**config.mk**
```make
export PLATFORM = sky130hd
export DESIGN_NAME = bsd_decoder
export DESIGN_NICKNAME = d
export VERILOG_FILES = /design/src/bsd_pkg.sv /design/src/bsd_strm_if.sv /design/src/bsd_fifo.sv /design/src/bsd_decoder.sv
export SDC_FILE = /design/constraint.sdc
export NUM_CORES = 1
export LEC_CHECK = 0
export ABC_AREA = 1
export BUFFER_PORTS_ARGS = -buffer_cell sky130_fd_sc_hd__buf_2
export CORE_AREA = 8 8 197 199
export DETAILED_ROUTE_END_ITERATION = 7
export DIE_AREA = 0 0 205 207
export MAX_ROUTING_LAYER = met4
export PLACE_DENSITY_LB_ADDON = 0.3
export SETUP_SLACK_MARGIN = 0.5
export SYNTH_ARGS = -nofsm -noshare
export SYNTH_HDL_FRONTEND = slang
export SYNTH_HIERARCHICAL = 1
export SYNTH_SLANG_ARGS = --single-unit
export TNS_END_PERCENT = 1
```
**constraint.sdc**
```tcl
create_clock -name core_clk -period 31.5 [get_ports core_clk]
set_input_delay 3.15 -clock core_clk [delete_from_list [all_inputs] [get_ports core_clk]]
set_output_delay 3.15 -clock core_clk [all_outputs]
set_load 0.03 [all_outputs]
```
**src/bsd_pkg.sv**
```systemverilog
// constants, codes and field offsets for the bulk-only command decoder
// assumes byte-wide endpoint streams and a block medium of fixed block size
package bsd_pkg;

	// ------------------------------------------------------------
	// wrappers
	// ------------------------------------------------------------
	localparam int          CBW_LEN  = 31;
	localparam int          CSW_LEN  = 13;
	localparam logic [31:0] CBW_SIG  = 32'h43425355;
	localparam logic [31:0] CSW_SIG  = 32'h54425355;
	localparam int          TAG_OFS  = 4;
	localparam int          DLEN_OFS = 8;
	localparam int          FLAG_OFS = 12;
	localparam int          CB_OFS   = 15;
	localparam int          DIR_BIT  = 7;

	localparam logic [7:0] CSW_GOOD  = 8'h00;
	localparam logic [7:0] CSW_FAIL  = 8'h01;
	localparam logic [7:0] CSW_PHASE = 8'h02;

	// ------------------------------------------------------------
	// opcodes
	// ------------------------------------------------------------
	localparam logic [7:0] OP_TUR        = 8'h00;
	localparam logic [7:0] OP_REQ_SENSE  = 8'h03;
	localparam logic [7:0] OP_INQUIRY    = 8'h12;
	localparam logic [7:0] OP_MODE_SENSE = 8'h1A;
	localparam logic [7:0] OP_START_STOP = 8'h1B;
	localparam logic [7:0] OP_MEDIUM_RM  = 8'h1E;
	localparam logic [7:0] OP_READ_CAP   = 8'h25;
	localparam logic [7:0] OP_READ10     = 8'h28;
	localparam logic [7:0] OP_WRITE10    = 8'h2A;
	localparam logic [7:0] OP_VERIFY10   = 8'h2F;

	// ------------------------------------------------------------
	// sense and response data
	// ------------------------------------------------------------
	localparam logic [7:0]  SENSE_CUR      = 8'h70;
	localparam logic [7:0]  SENSE_ADD_LEN  = 8'h0A;
	localparam logic [3:0]  SK_NONE        = 4'h0;
	localparam logic [3:0]  SK_NOT_READY   = 4'h2;
	localparam logic [3:0]  SK_ILLEGAL     = 4'h5;
	localparam logic [7:0]  ASC_NONE       = 8'h00;
	localparam logic [7:0]  ASC_NO_MEDIUM  = 8'h3A;
	localparam logic [7:0]  ASC_BAD_OP     = 8'h20;
	localparam logic [7:0]  ASCQ_NONE      = 8'h00;
	localparam logic [31:0] INQ_LEN        = 32'h24;
	localparam logic [31:0] CAP_LEN        = 32'h08;
	localparam logic [31:0] SENSE_LEN      = 32'h12;
	localparam logic [31:0] MODE_LEN       = 32'h04;
	localparam logic [7:0]  INQ_RMB        = 8'h80;
	localparam logic [7:0]  INQ_VERSION    = 8'h04;
	localparam logic [7:0]  INQ_FORMAT     = 8'h02;
	localparam logic [7:0]  INQ_ADD_LEN    = 8'h1F;
	localparam logic [7:0]  INQ_PAD        = 8'h20;
	localparam logic [7:0]  MODE_DATA_LEN  = 8'h03;
	localparam logic [7:0]  MEDIUM_TYPE    = 8'h00;
	localparam int          BLK_SHIFT      = 9;
	localparam logic [31:0] BLK_LEN        = 32'h200;
	localparam logic [31:0] CAP_SAT_LBA    = 32'h0FFFFFFF;

	// ------------------------------------------------------------
	// power conditions and buffering
	// ------------------------------------------------------------
	localparam logic [3:0] PC_START_VALID = 4'h0;
	localparam logic [3:0] PC_ACTIVE      = 4'h1;
	localparam logic [3:0] PC_IDLE        = 4'h2;
	localparam logic [3:0] PC_STANDBY     = 4'h3;
	localparam int         FIFO_W         = 8;
	localparam int         FIFO_DEPTH     = 8;

	typedef enum logic [1:0] {PWR_ACTIVE, PWR_IDLE, PWR_STANDBY, PWR_STOPPED} bsd_pwr_t;

endpackage

```
**src/bsd_strm_if.sv**
```systemverilog
// byte stream with valid and ready between decoder and its fifo
// assumes both ends share the decoder clock
interface bsd_strm_if;
	logic                       vld;
	logic                       rdy;
	logic [bsd_pkg::FIFO_W-1:0] dat;
	modport src (output vld, output dat, input rdy);
	modport snk (input vld, input dat, output rdy);
endinterface

```
**src/bsd_fifo.sv**
```systemverilog
// synchronous fifo, width and depth as parameters
// assumes one clock; full stalls the writer through rdy
module bsd_fifo import bsd_pkg::*; #(
	parameter int W = FIFO_W,
	parameter int D = FIFO_DEPTH
) (
	// clock and reset
	input wire logic core_clk,
	input wire logic rst,
	// streams
	bsd_strm_if.snk  wr,
	bsd_strm_if.src  rd
);
	localparam int AW = $clog2(D);

	logic [W-1:0]  mem [0:D-1];
	logic [AW-1:0] wp_ff;
	logic [AW-1:0] rp_ff;
	logic [AW:0]   cnt_ff;
	logic          do_wr;
	logic          do_rd;

	assign wr.rdy = (cnt_ff != (AW+1)'(D));
	assign rd.vld = (cnt_ff != '0);
	assign rd.dat = mem[rp_ff];
	assign do_wr  = wr.vld && wr.rdy;
	assign do_rd  = rd.vld && rd.rdy;

	always_ff @(posedge core_clk) begin
		if (do_wr) begin
			mem[wp_ff] <= wr.dat;
		end
	end

	always_ff @(posedge core_clk or posedge rst) begin
		if (rst) begin
			wp_ff  <= '0;
			rp_ff  <= '0;
			cnt_ff <= '0;
		end else begin
			if (do_wr) begin
				wp_ff <= (wp_ff == AW'(D-1)) ? '0 : wp_ff + 1'b1;
			end
			if (do_rd) begin
				rp_ff <= (rp_ff == AW'(D-1)) ? '0 : rp_ff + 1'b1;
			end
			if (do_wr && !do_rd) begin
				cnt_ff <= cnt_ff + 1'b1;
			end else if (do_rd && !do_wr) begin
				cnt_ff <= cnt_ff - 1'b1;
			end
		end
	end
endmodule // bsd_fifo

```
**src/bsd_decoder.sv**
```systemverilog
// bulk-only wrapper handling and command execution for a block medium
// assumes byte streams from the endpoint engine and a block-level medium port
module bsd_decoder import bsd_pkg::*; (
	// clock and reset
	input  wire logic        core_clk,
	input  wire logic        rst,
	// bulk-out endpoint
	input  wire logic        bo_valid,
	input  wire logic [7:0]  bo_data,
	output logic             bo_ready,
	output logic             bo_ack,
	output logic             bo_stall,
	input  wire logic        reset_recovery,
	// bulk-in endpoint
	output logic             bi_valid,
	output logic [7:0]       bi_data,
	input  wire logic        bi_ready,
	// medium control
	input  wire logic        med_ready,
	input  wire logic [39:0] med_blocks,
	output logic             med_rd_start,
	output logic             med_wr_start,
	output logic [31:0]      med_lba,
	output logic [15:0]      med_count,
	output logic             med_load,
	output logic             med_eject,
	output bsd_pwr_t         pwr_state,
	// medium data
	input  wire logic        med_rd_valid,
	input  wire logic [7:0]  med_rd_data,
	output logic             med_rd_ready,
	output logic             med_wr_valid,
	output logic [7:0]       med_wr_data,
	input  wire logic        med_wr_ready
);
	typedef enum logic [2:0] {ST_CBW, ST_DEC, ST_DIN, ST_DOUT, ST_CSW, ST_STALL} bsd_state_t;

	bsd_state_t  state_ff;
	bsd_state_t  nxt_state;
	logic [7:0]  cbw_ff [0:CBW_LEN-1];
	logic [31:0] idx_ff;
	logic [31:0] xfer_ff;
	logic [31:0] residue_ff;
	logic [7:0]  status_ff;
	logic [3:0]  skey_ff;
	logic [7:0]  asc_ff;
	logic [7:0]  ascq_ff;
	logic        rd_ff;
	logic        wr_ff;
	logic        ack_ff;
	logic        rd_start_ff;
	logic        wr_start_ff;
	logic [31:0] lba_ff;
	logic [15:0] count_ff;
	logic        load_ff;
	logic        eject_ff;
	bsd_pwr_t    pwr_ff;
	logic        wv_ff;
	logic [7:0]  wd_ff;

	bsd_strm_if push_if ();
	bsd_strm_if pop_if ();

	// ------------------------------------------------------------
	// wrapper fields
	// ------------------------------------------------------------
	logic [7:0]  op;
	logic [31:0] tag;
	logic [31:0] dlen;
	logic        is_in;
	logic [31:0] cmd_lba;
	logic [15:0] cmd_cnt;
	logic [7:0]  cb4;
	logic        sig_ok;
	logic        bo_fire;
	logic        push_fire;
	logic        last_cbw;
	logic        dec;

	assign op      = cbw_ff[CB_OFS];
	assign tag     = {cbw_ff[TAG_OFS+3], cbw_ff[TAG_OFS+2], cbw_ff[TAG_OFS+1], cbw_ff[TAG_OFS]};
	assign dlen    = {cbw_ff[DLEN_OFS+3], cbw_ff[DLEN_OFS+2], cbw_ff[DLEN_OFS+1], cbw_ff[DLEN_OFS]};
	assign is_in   = cbw_ff[FLAG_OFS][DIR_BIT];
	assign cmd_lba = {cbw_ff[CB_OFS+2], cbw_ff[CB_OFS+3], cbw_ff[CB_OFS+4], cbw_ff[CB_OFS+5]};
	assign cmd_cnt = {cbw_ff[CB_OFS+7], cbw_ff[CB_OFS+8]};
	assign cb4     = cbw_ff[CB_OFS+4];
	assign sig_ok  = ({cbw_ff[3], cbw_ff[2], cbw_ff[1], cbw_ff[0]} == CBW_SIG);
	assign bo_fire   = bo_valid && bo_ready;
	assign push_fire = push_if.vld && push_if.rdy;
	assign last_cbw  = (state_ff == ST_CBW) && bo_fire && (idx_ff == CBW_LEN - 1);
	assign dec       = (state_ff == ST_DEC);

	// ------------------------------------------------------------
	// command decode
	// ------------------------------------------------------------
	logic [31:0] d_nat;
	logic [31:0] d_xfer;
	logic [31:0] d_go;
	logic        d_dir_in;
	logic        d_med;
	logic        d_known;
	logic        d_fail;
	logic        d_phase;

	always_comb begin
		d_nat    = 32'h0;
		d_dir_in = 1'b0;
		d_med    = 1'b0;
		d_known  = 1'b1;
		case (op)
			OP_INQUIRY: begin
				d_nat    = INQ_LEN;
				d_dir_in = 1'b1;
			end
			OP_READ_CAP: begin
				d_nat    = CAP_LEN;
				d_dir_in = 1'b1;
			end
			OP_REQ_SENSE: begin
				d_nat    = SENSE_LEN;
				d_dir_in = 1'b1;
			end
			OP_MODE_SENSE: begin
				d_nat    = MODE_LEN;
				d_dir_in = 1'b1;
			end
			OP_READ10: begin
				d_nat    = 32'(cmd_cnt) << BLK_SHIFT;
				d_dir_in = 1'b1;
				d_med    = 1'b1;
			end
			OP_WRITE10: begin
				d_nat = 32'(cmd_cnt) << BLK_SHIFT;
				d_med = 1'b1;
			end
			OP_VERIFY10: begin
				// byte check only swallows host data; nothing is compared
				d_nat = cbw_ff[CB_OFS+1][1] ? dlen : 32'h0;
				d_med = 1'b1;
			end
			OP_TUR, OP_MEDIUM_RM: begin
				d_med = 1'b1;
			end
			OP_START_STOP: begin
				d_med = 1'b0;
			end
			default: begin
				d_known = 1'b0;
			end
		endcase
		d_fail  = !d_known || (d_med && !med_ready);
		d_xfer  = d_fail ? 32'h0 : ((dlen < d_nat) ? dlen : d_nat);
		d_phase = (d_xfer != 32'h0) && (d_dir_in != is_in);
		d_go    = d_phase ? 32'h0 : d_xfer;
	end

	// ------------------------------------------------------------
	// sequencing
	// ------------------------------------------------------------
	always_comb begin
		nxt_state = state_ff;
		unique case (state_ff)
			ST_CBW: begin
				if (last_cbw) begin
					nxt_state = sig_ok ? ST_DEC : ST_STALL;
				end
			end
			ST_DEC: begin
				if (d_go == 32'h0) begin
					nxt_state = ST_CSW;
				end else begin
					nxt_state = is_in ? ST_DIN : ST_DOUT;
				end
			end
			ST_DIN: begin
				if (push_fire && (idx_ff == xfer_ff - 32'h1)) begin
					nxt_state = ST_CSW;
				end
			end
			ST_DOUT: begin
				if (bo_fire && (idx_ff == xfer_ff - 32'h1)) begin
					nxt_state = ST_CSW;
				end
			end
			ST_CSW: begin
				if (push_fire && (idx_ff == CSW_LEN - 1)) begin
					nxt_state = ST_CBW;
				end
			end
			ST_STALL: begin
				if (reset_recovery) begin
					nxt_state = ST_CBW;
				end
			end
		endcase
	end

	always_ff @(posedge core_clk or posedge rst) begin
		if (rst) begin
			state_ff <= ST_CBW;
		end else begin
			state_ff <= nxt_state;
		end
	end

	always_ff @(posedge core_clk or posedge rst) begin
		if (rst) begin
			idx_ff <= 32'h0;
		end else if (nxt_state != state_ff) begin
			idx_ff <= 32'h0;
		end else if (bo_fire || push_fire) begin
			idx_ff <= idx_ff + 32'h1;
		end
	end

	for (genvar i = 0; i < CBW_LEN; i++) begin : g_cbw
		always_ff @(posedge core_clk or posedge rst) begin
			if (rst) begin
				cbw_ff[i] <= 8'h00;
			end else if ((state_ff == ST_CBW) && bo_fire && (idx_ff == i)) begin
				cbw_ff[i] <= bo_data;
			end
		end
	end

	always_ff @(posedge core_clk or posedge rst) begin
		if (rst) begin
			ack_ff <= 1'b0;
		end else begin
			ack_ff <= last_cbw && sig_ok;
		end
	end

	// ------------------------------------------------------------
	// outcome and sense
	// ------------------------------------------------------------
	always_ff @(posedge core_clk or posedge rst) begin
		if (rst) begin
			xfer_ff    <= 32'h0;
			residue_ff <= 32'h0;
			status_ff  <= CSW_GOOD;
			rd_ff      <= 1'b0;
			wr_ff      <= 1'b0;
		end else if (dec) begin
			xfer_ff    <= d_go;
			residue_ff <= dlen - d_go;
			status_ff  <= d_fail ? CSW_FAIL : (d_phase ? CSW_PHASE : CSW_GOOD);
			rd_ff      <= (op == OP_READ10);
			wr_ff      <= (op == OP_WRITE10);
		end
	end

	// set in decode and clear after request sense never meet in one cycle
	always_ff @(posedge core_clk or posedge rst) begin
		if (rst) begin
			skey_ff <= SK_NONE;
			asc_ff  <= ASC_NONE;
			ascq_ff <= ASCQ_NONE;
		end else if (dec && d_fail) begin
			skey_ff <= d_known ? SK_NOT_READY : SK_ILLEGAL;
			asc_ff  <= d_known ? ASC_NO_MEDIUM : ASC_BAD_OP;
			ascq_ff <= ASCQ_NONE;
		end else if ((state_ff == ST_CSW) && (nxt_state == ST_CBW) && (op == OP_REQ_SENSE)) begin
			skey_ff <= SK_NONE;
			asc_ff  <= ASC_NONE;
			ascq_ff <= ASCQ_NONE;
		end
	end

	// ------------------------------------------------------------
	// medium control
	// ------------------------------------------------------------
	always_ff @(posedge core_clk or posedge rst) begin
		if (rst) begin
			rd_start_ff <= 1'b0;
			wr_start_ff <= 1'b0;
			lba_ff      <= 32'h0;
			count_ff    <= 16'h0;
		end else begin
			rd_start_ff <= dec && (op == OP_READ10) && (d_go != 32'h0);
			wr_start_ff <= dec && (op == OP_WRITE10) && (d_go != 32'h0);
			if (dec) begin
				lba_ff   <= cmd_lba;
				count_ff <= cmd_cnt;
			end
		end
	end

	always_ff @(posedge core_clk or posedge rst) begin
		if (rst) begin
			pwr_ff   <= PWR_ACTIVE;
			load_ff  <= 1'b0;
			eject_ff <= 1'b0;
		end else begin
			load_ff  <= 1'b0;
			eject_ff <= 1'b0;
			if (dec && (op == OP_START_STOP)) begin
				if (cb4[7:4] != PC_START_VALID) begin
					if (cb4[7:4] == PC_ACTIVE) begin
						pwr_ff <= PWR_ACTIVE;
					end else if (cb4[7:4] == PC_IDLE) begin
						pwr_ff <= PWR_IDLE;
					end else if (cb4[7:4] == PC_STANDBY) begin
						pwr_ff <= PWR_STANDBY;
					end
				end else begin
					unique case ({cb4[0], cb4[1]})
						2'h0: pwr_ff <= PWR_STOPPED;
						2'h1: eject_ff <= 1'b1;
						2'h2: pwr_ff <= PWR_ACTIVE;
						2'h3: load_ff <= 1'b1;
					endcase
				end
			end
		end
	end

	// write data held one stage so the medium sees registered data
	always_ff @(posedge core_clk or posedge rst) begin
		if (rst) begin
			wv_ff <= 1'b0;
			wd_ff <= 8'h00;
		end else if ((state_ff == ST_DOUT) && wr_ff && bo_fire) begin
			wv_ff <= 1'b1;
			wd_ff <= bo_data;
		end else if (med_wr_ready) begin
			wv_ff <= 1'b0;
		end
	end

	// ------------------------------------------------------------
	// response bytes
	// ------------------------------------------------------------
	logic [7:0]  resp_dat;
	logic [7:0]  csw_dat;
	logic [31:0] csw_word;
	logic [39:0] cap_last;
	logic [31:0] cap_lba;
	logic [31:0] cap_word;
	logic [5:0]  ri;

	assign cap_last = med_blocks - 40'h1;
	assign cap_lba  = (cap_last[39:32] != 8'h00) ? CAP_SAT_LBA : cap_last[31:0];
	assign cap_word = ri[2] ? BLK_LEN : cap_lba;
	assign ri       = idx_ff[5:0];

	always_comb begin
		resp_dat = 8'h00;
		case (op)
			OP_INQUIRY: begin
				case (ri)
					6'h01: resp_dat = INQ_RMB;
					6'h02: resp_dat = INQ_VERSION;
					6'h03: resp_dat = INQ_FORMAT;
					6'h04: resp_dat = INQ_ADD_LEN;
					default: resp_dat = (ri >= 6'h08) ? INQ_PAD : 8'h00;
				endcase
			end
			OP_READ_CAP: resp_dat = cap_word[{~ri[1:0], 3'h0} +: 8];
			OP_REQ_SENSE: begin
				case (ri)
					6'h00: resp_dat = SENSE_CUR;
					6'h02: resp_dat = {4'h0, skey_ff};
					6'h07: resp_dat = SENSE_ADD_LEN;
					6'h0C: resp_dat = asc_ff;
					6'h0D: resp_dat = ascq_ff;
					default: resp_dat = 8'h00;
				endcase
			end
			OP_MODE_SENSE: begin
				if (ri == 6'h00) begin
					resp_dat = MODE_DATA_LEN;
				end else if (ri == 6'h01) begin
					resp_dat = MEDIUM_TYPE;
				end
			end
			default: resp_dat = 8'h00;
		endcase
	end

	always_comb begin
		unique case (idx_ff[3:2])
			2'h0: csw_word = CSW_SIG;
			2'h1: csw_word = tag;
			2'h2: csw_word = residue_ff;
			2'h3: csw_word = {24'h0, status_ff};
		endcase
		csw_dat = csw_word[{idx_ff[1:0], 3'h0} +: 8];
	end

	// ------------------------------------------------------------
	// stream plumbing
	// ------------------------------------------------------------
	always_comb begin
		push_if.vld = 1'b0;
		push_if.dat = 8'h00;
		bo_ready    = 1'b0;
		if (state_ff == ST_DIN) begin
			push_if.vld = rd_ff ? med_rd_valid : 1'b1;
			push_if.dat = rd_ff ? med_rd_data : resp_dat;
		end else if (state_ff == ST_CSW) begin
			push_if.vld = 1'b1;
			push_if.dat = csw_dat;
		end else if (state_ff == ST_CBW) begin
			bo_ready = 1'b1;
		end else if (state_ff == ST_DOUT) begin
			bo_ready = wr_ff ? (!wv_ff || med_wr_ready) : 1'b1;
		end
	end

	bsd_fifo #(.W(FIFO_W), .D(FIFO_DEPTH)) i_bsd_fifo (
		.core_clk (core_clk),
		.rst      (rst),
		.wr       (push_if.snk),
		.rd       (pop_if.src)
	);

	assign pop_if.rdy   = bi_ready;
	assign bi_valid     = pop_if.vld;
	assign bi_data      = pop_if.dat;
	assign bo_ack       = ack_ff;
	assign bo_stall     = (state_ff == ST_STALL);
	assign med_rd_start = rd_start_ff;
	assign med_wr_start = wr_start_ff;
	assign med_lba      = lba_ff;
	assign med_count    = count_ff;
	assign med_load     = load_ff;
	assign med_eject    = eject_ff;
	assign pwr_state    = pwr_ff;
	assign med_rd_ready = (state_ff == ST_DIN) && rd_ff && push_if.rdy;
	assign med_wr_valid = wv_ff;
	assign med_wr_data  = wd_ff;
endmodule // bsd_decoder

```
==> impl_metrics.ini <==
[run_status]
status = finished with violations
violations = DRC

[placed_design]
gp_congestion = 1.03
dp_slack_ps = 22410
post-dp-hpwl_mm = 55.1
port_buffers = 139

[yosys]
ys_ff_latch = 398
synth_edf_count = 64
yosysTopAreaCell = dfrtp_1
netlist.area_leader.share_pct = 35.4
yosysWarnings = 6
synth_area_leaders = dfrtp_1 35%, nand2_1 15%, edfxtp_1 8.1%
async_reset_ff_share_pct = 83.9
synth_cell_types = 60
yosys_most_used_dff = dfrtp_1
syn_inst = 3126
avgSynthCellArea_um2 = 7.56
netlist_top_cells_count = 954 x nand2_1, 334 x dfrtp_1, 308 x o21ai_0, 271 x inv_1, 261 x nor2_1
synth.most_common_cell = nand2_1
synth_nets = 3267
netlist_area_um2 = 23600
yosysSeqAreaShare_pct = 43.5

[critical_path]
critical_path_class = flip-flop to flip-flop
crit_arrival_ps = 9890
cp_data_required_time_ps = 31960
crit_slowest_cell = nand2_1
path_buf_inv = 4
crit_cells = 40
critPathTopFamily = simple AND/OR/NAND/NOR gates
worstPathMaxFanout = 32
cp_common_cell = nand2_1
reg2reg_depth = 40
crit_path_end_kind = flip-flop
start_kind = flip-flop
max_stage_delay_ps = 990

[timing]
rsz0062_at_grt = false
setup_slack_ps = 22070
final.period_utilization_pct = 29.9
worst_slew_pin_slew_ps = 1320
maxSlewViolCount = 0
slew_headroom_pct = 12.2
layout_min_cycle_time_ps = 9430
hold_viol = 0
setup_violations = 0
fin_skew_ps = 24.6
fmax_mhz = 106
whs_ps = 477
fin_tns_setup_ps = 0

[global_route]
grt_pass1_wl_mm = 122
grt_use_total_pct = 37.2
first_global_vias = 22400
grt_overflow_total = 0
antenna_found_initial = 3
grt_max_degree = 98

[detailed_routing]
wl_per_cell_um = 20.9
num_vias = 22800
final_antenna_net_count = 0
first_pass_iters = 8
dr.first_iter.drc_count = 2775
wl_mm = 77.3
drc = 2
vias_per_cell = 6.17

[job]
drv_cap = 0

[power_and_ir_drop]
peakVddDrop_mv = 0.0627
cellPowerDensity_nw_per_um2 = 39.9
p_leak_nw = 12.2

[clock_tree]
root_buffer = clkbuf_16
insertion_delay_ps = 580
hold_buffers = 0
cts_buffers = 41
clock-sinks = 398
cts_max_level = 2
cts_tree = done
cts_setup_buffers = 0
cts_resized = 0
cts.path.max_buffers = 3
clkTransAtPathRegs_ps = 60

[final_layout]
fin_util_pct = 71.5
fin_nets = 3336
drive_gt1_share_pct = 8.85
syn2layout_area_growth_pct = 8.70
seqCellArea_um2 = 10300
multi_input_area_um2 = 11700
nFillCells = 2653

[floorplan]
initial_core_util_pct = 65.8
pin_count = 140
coreArea_um2 = 35900
rows = 70
design.die.area_um2 = 42400
fp.dieW_um = 205
die_h_um = 207

[worst_hold_path]
worstHoldPathCells = 2
hp-class = flip-flop to flip-flop
-- cells by family after synthesis --
kind of cell	after synthesis	synth area share [%]
and+or+nand+nor	1635	29.4
adders and majority gates	77	4.14
muxes	3	0.127
DFF	398	43.5
buffers and inverters	407	7.17
xor gates and xnor gates	107	4.03
AOI/OAI and AO/OA	499	11.7
-- power by group --
part | internal (mW) | switching (mW)
Combinational | 0.00591 | 0.0246
Clock | 0.266 | 0.206
Sequential | 0.521 | 0.0000637
Total | 0.793 | 0.231
-- final timing paths --
path,startpoint,end,slack (ps)
setup / recovery,op[7]$_DFFE_PP0P_,residue_ff[31]$_DFFE_PP0P_,22070
hold / removal,med_lba[31]$_DFFE_PP0P_,med_lba[31]$_DFFE_PP0P_,480
setup reg to reg,op[7]$_DFFE_PP0P_,residue_ff[31]$_DFFE_PP0P_,22070
hold reg to reg,med_lba[31]$_DFFE_PP0P_,med_lba[31]$_DFFE_PP0P_,480
max in group asynchronous,rst,cb4[7]$_DFFE_PP0P_,25520
min in group asynchronous,rst,i_bsd_fifo/rp_ff[0]$_DFFE_PP0P_,2610
-- cell usage in the layout (no fill, tap or decap), types with 69 or more instances in the layout --
master	count
nand2_1	954
dfrtp_1	334
o21ai_0	308
inv_1	269
nor2_1	260
nand3_1	195
buf_2	139
xor2_1	77
ha_1	75
a21oi_1	73
nand4_1	69
-- state kept, by name, summed over array words and instances (netlist names), 2 cells and up --
signal / cells
idx_ff: 32
pwr_state: 2
state_ff: 3
i_bsd_fifo/wp_ff: 3
xfer_ff: 32
i_bsd_fifo/rp_ff: 3
med_lba: 32
cb4: 8
i_bsd_fifo/mem: 64
med_wr_data: 8
med_count: 16
status_ff: 2
cbw_ff: 138
op: 8
skey_ff: 2
i_bsd_fifo/cnt_ff: 4
residue_ff: 32
-- final cells by class --
type	instances	share of cell area, %
antenna	4	0.0390
clock buffer	53	4.33
clock inverter	15	0.614
inverter	281	4.20
multi-input combinational	2321	45.4
sequential	398	40.0
tap	468	2.28
timing repair buffer	152	3.09
-- metrics by stage --
stage | power (mW) | area (µm²) | std cells
5_1_grt | 1.05 | 25700 | 3691
3_5_place_dp | 0.561 | 24400 | 3620
4_1_cts | 1.02 | 25700 | 3688
2_1_floorplan | 0.547 | 23600 | 3126
3_3_place_gp | 0.561 | 24400 | 3620
6_report | 1.02 | 25700 | 3692
-- layer usage --
metal	vias up	track usage (%)	part of all wire, %
met5	-	-	0
li1	10500	-	-
met3	210	8.05	11
met2	1391	56.0	45
met1	10700	48.7	40
met4	0	14.9	3.8
-- worst register-to-register path, delay by kind of cell (launching register included) --
family                   cells  cell delay (ps)
buffers and inverters        4              720
flip-flops                   1              410
AO/OA/AOI/OAI                4             1010
AND/OR/NAND/NOR             29             6220
XOR/XNOR                     1              160
adder cells (fa/ha/maj)      2              790
Note: power is estimated with default switching activity, not from simulation.
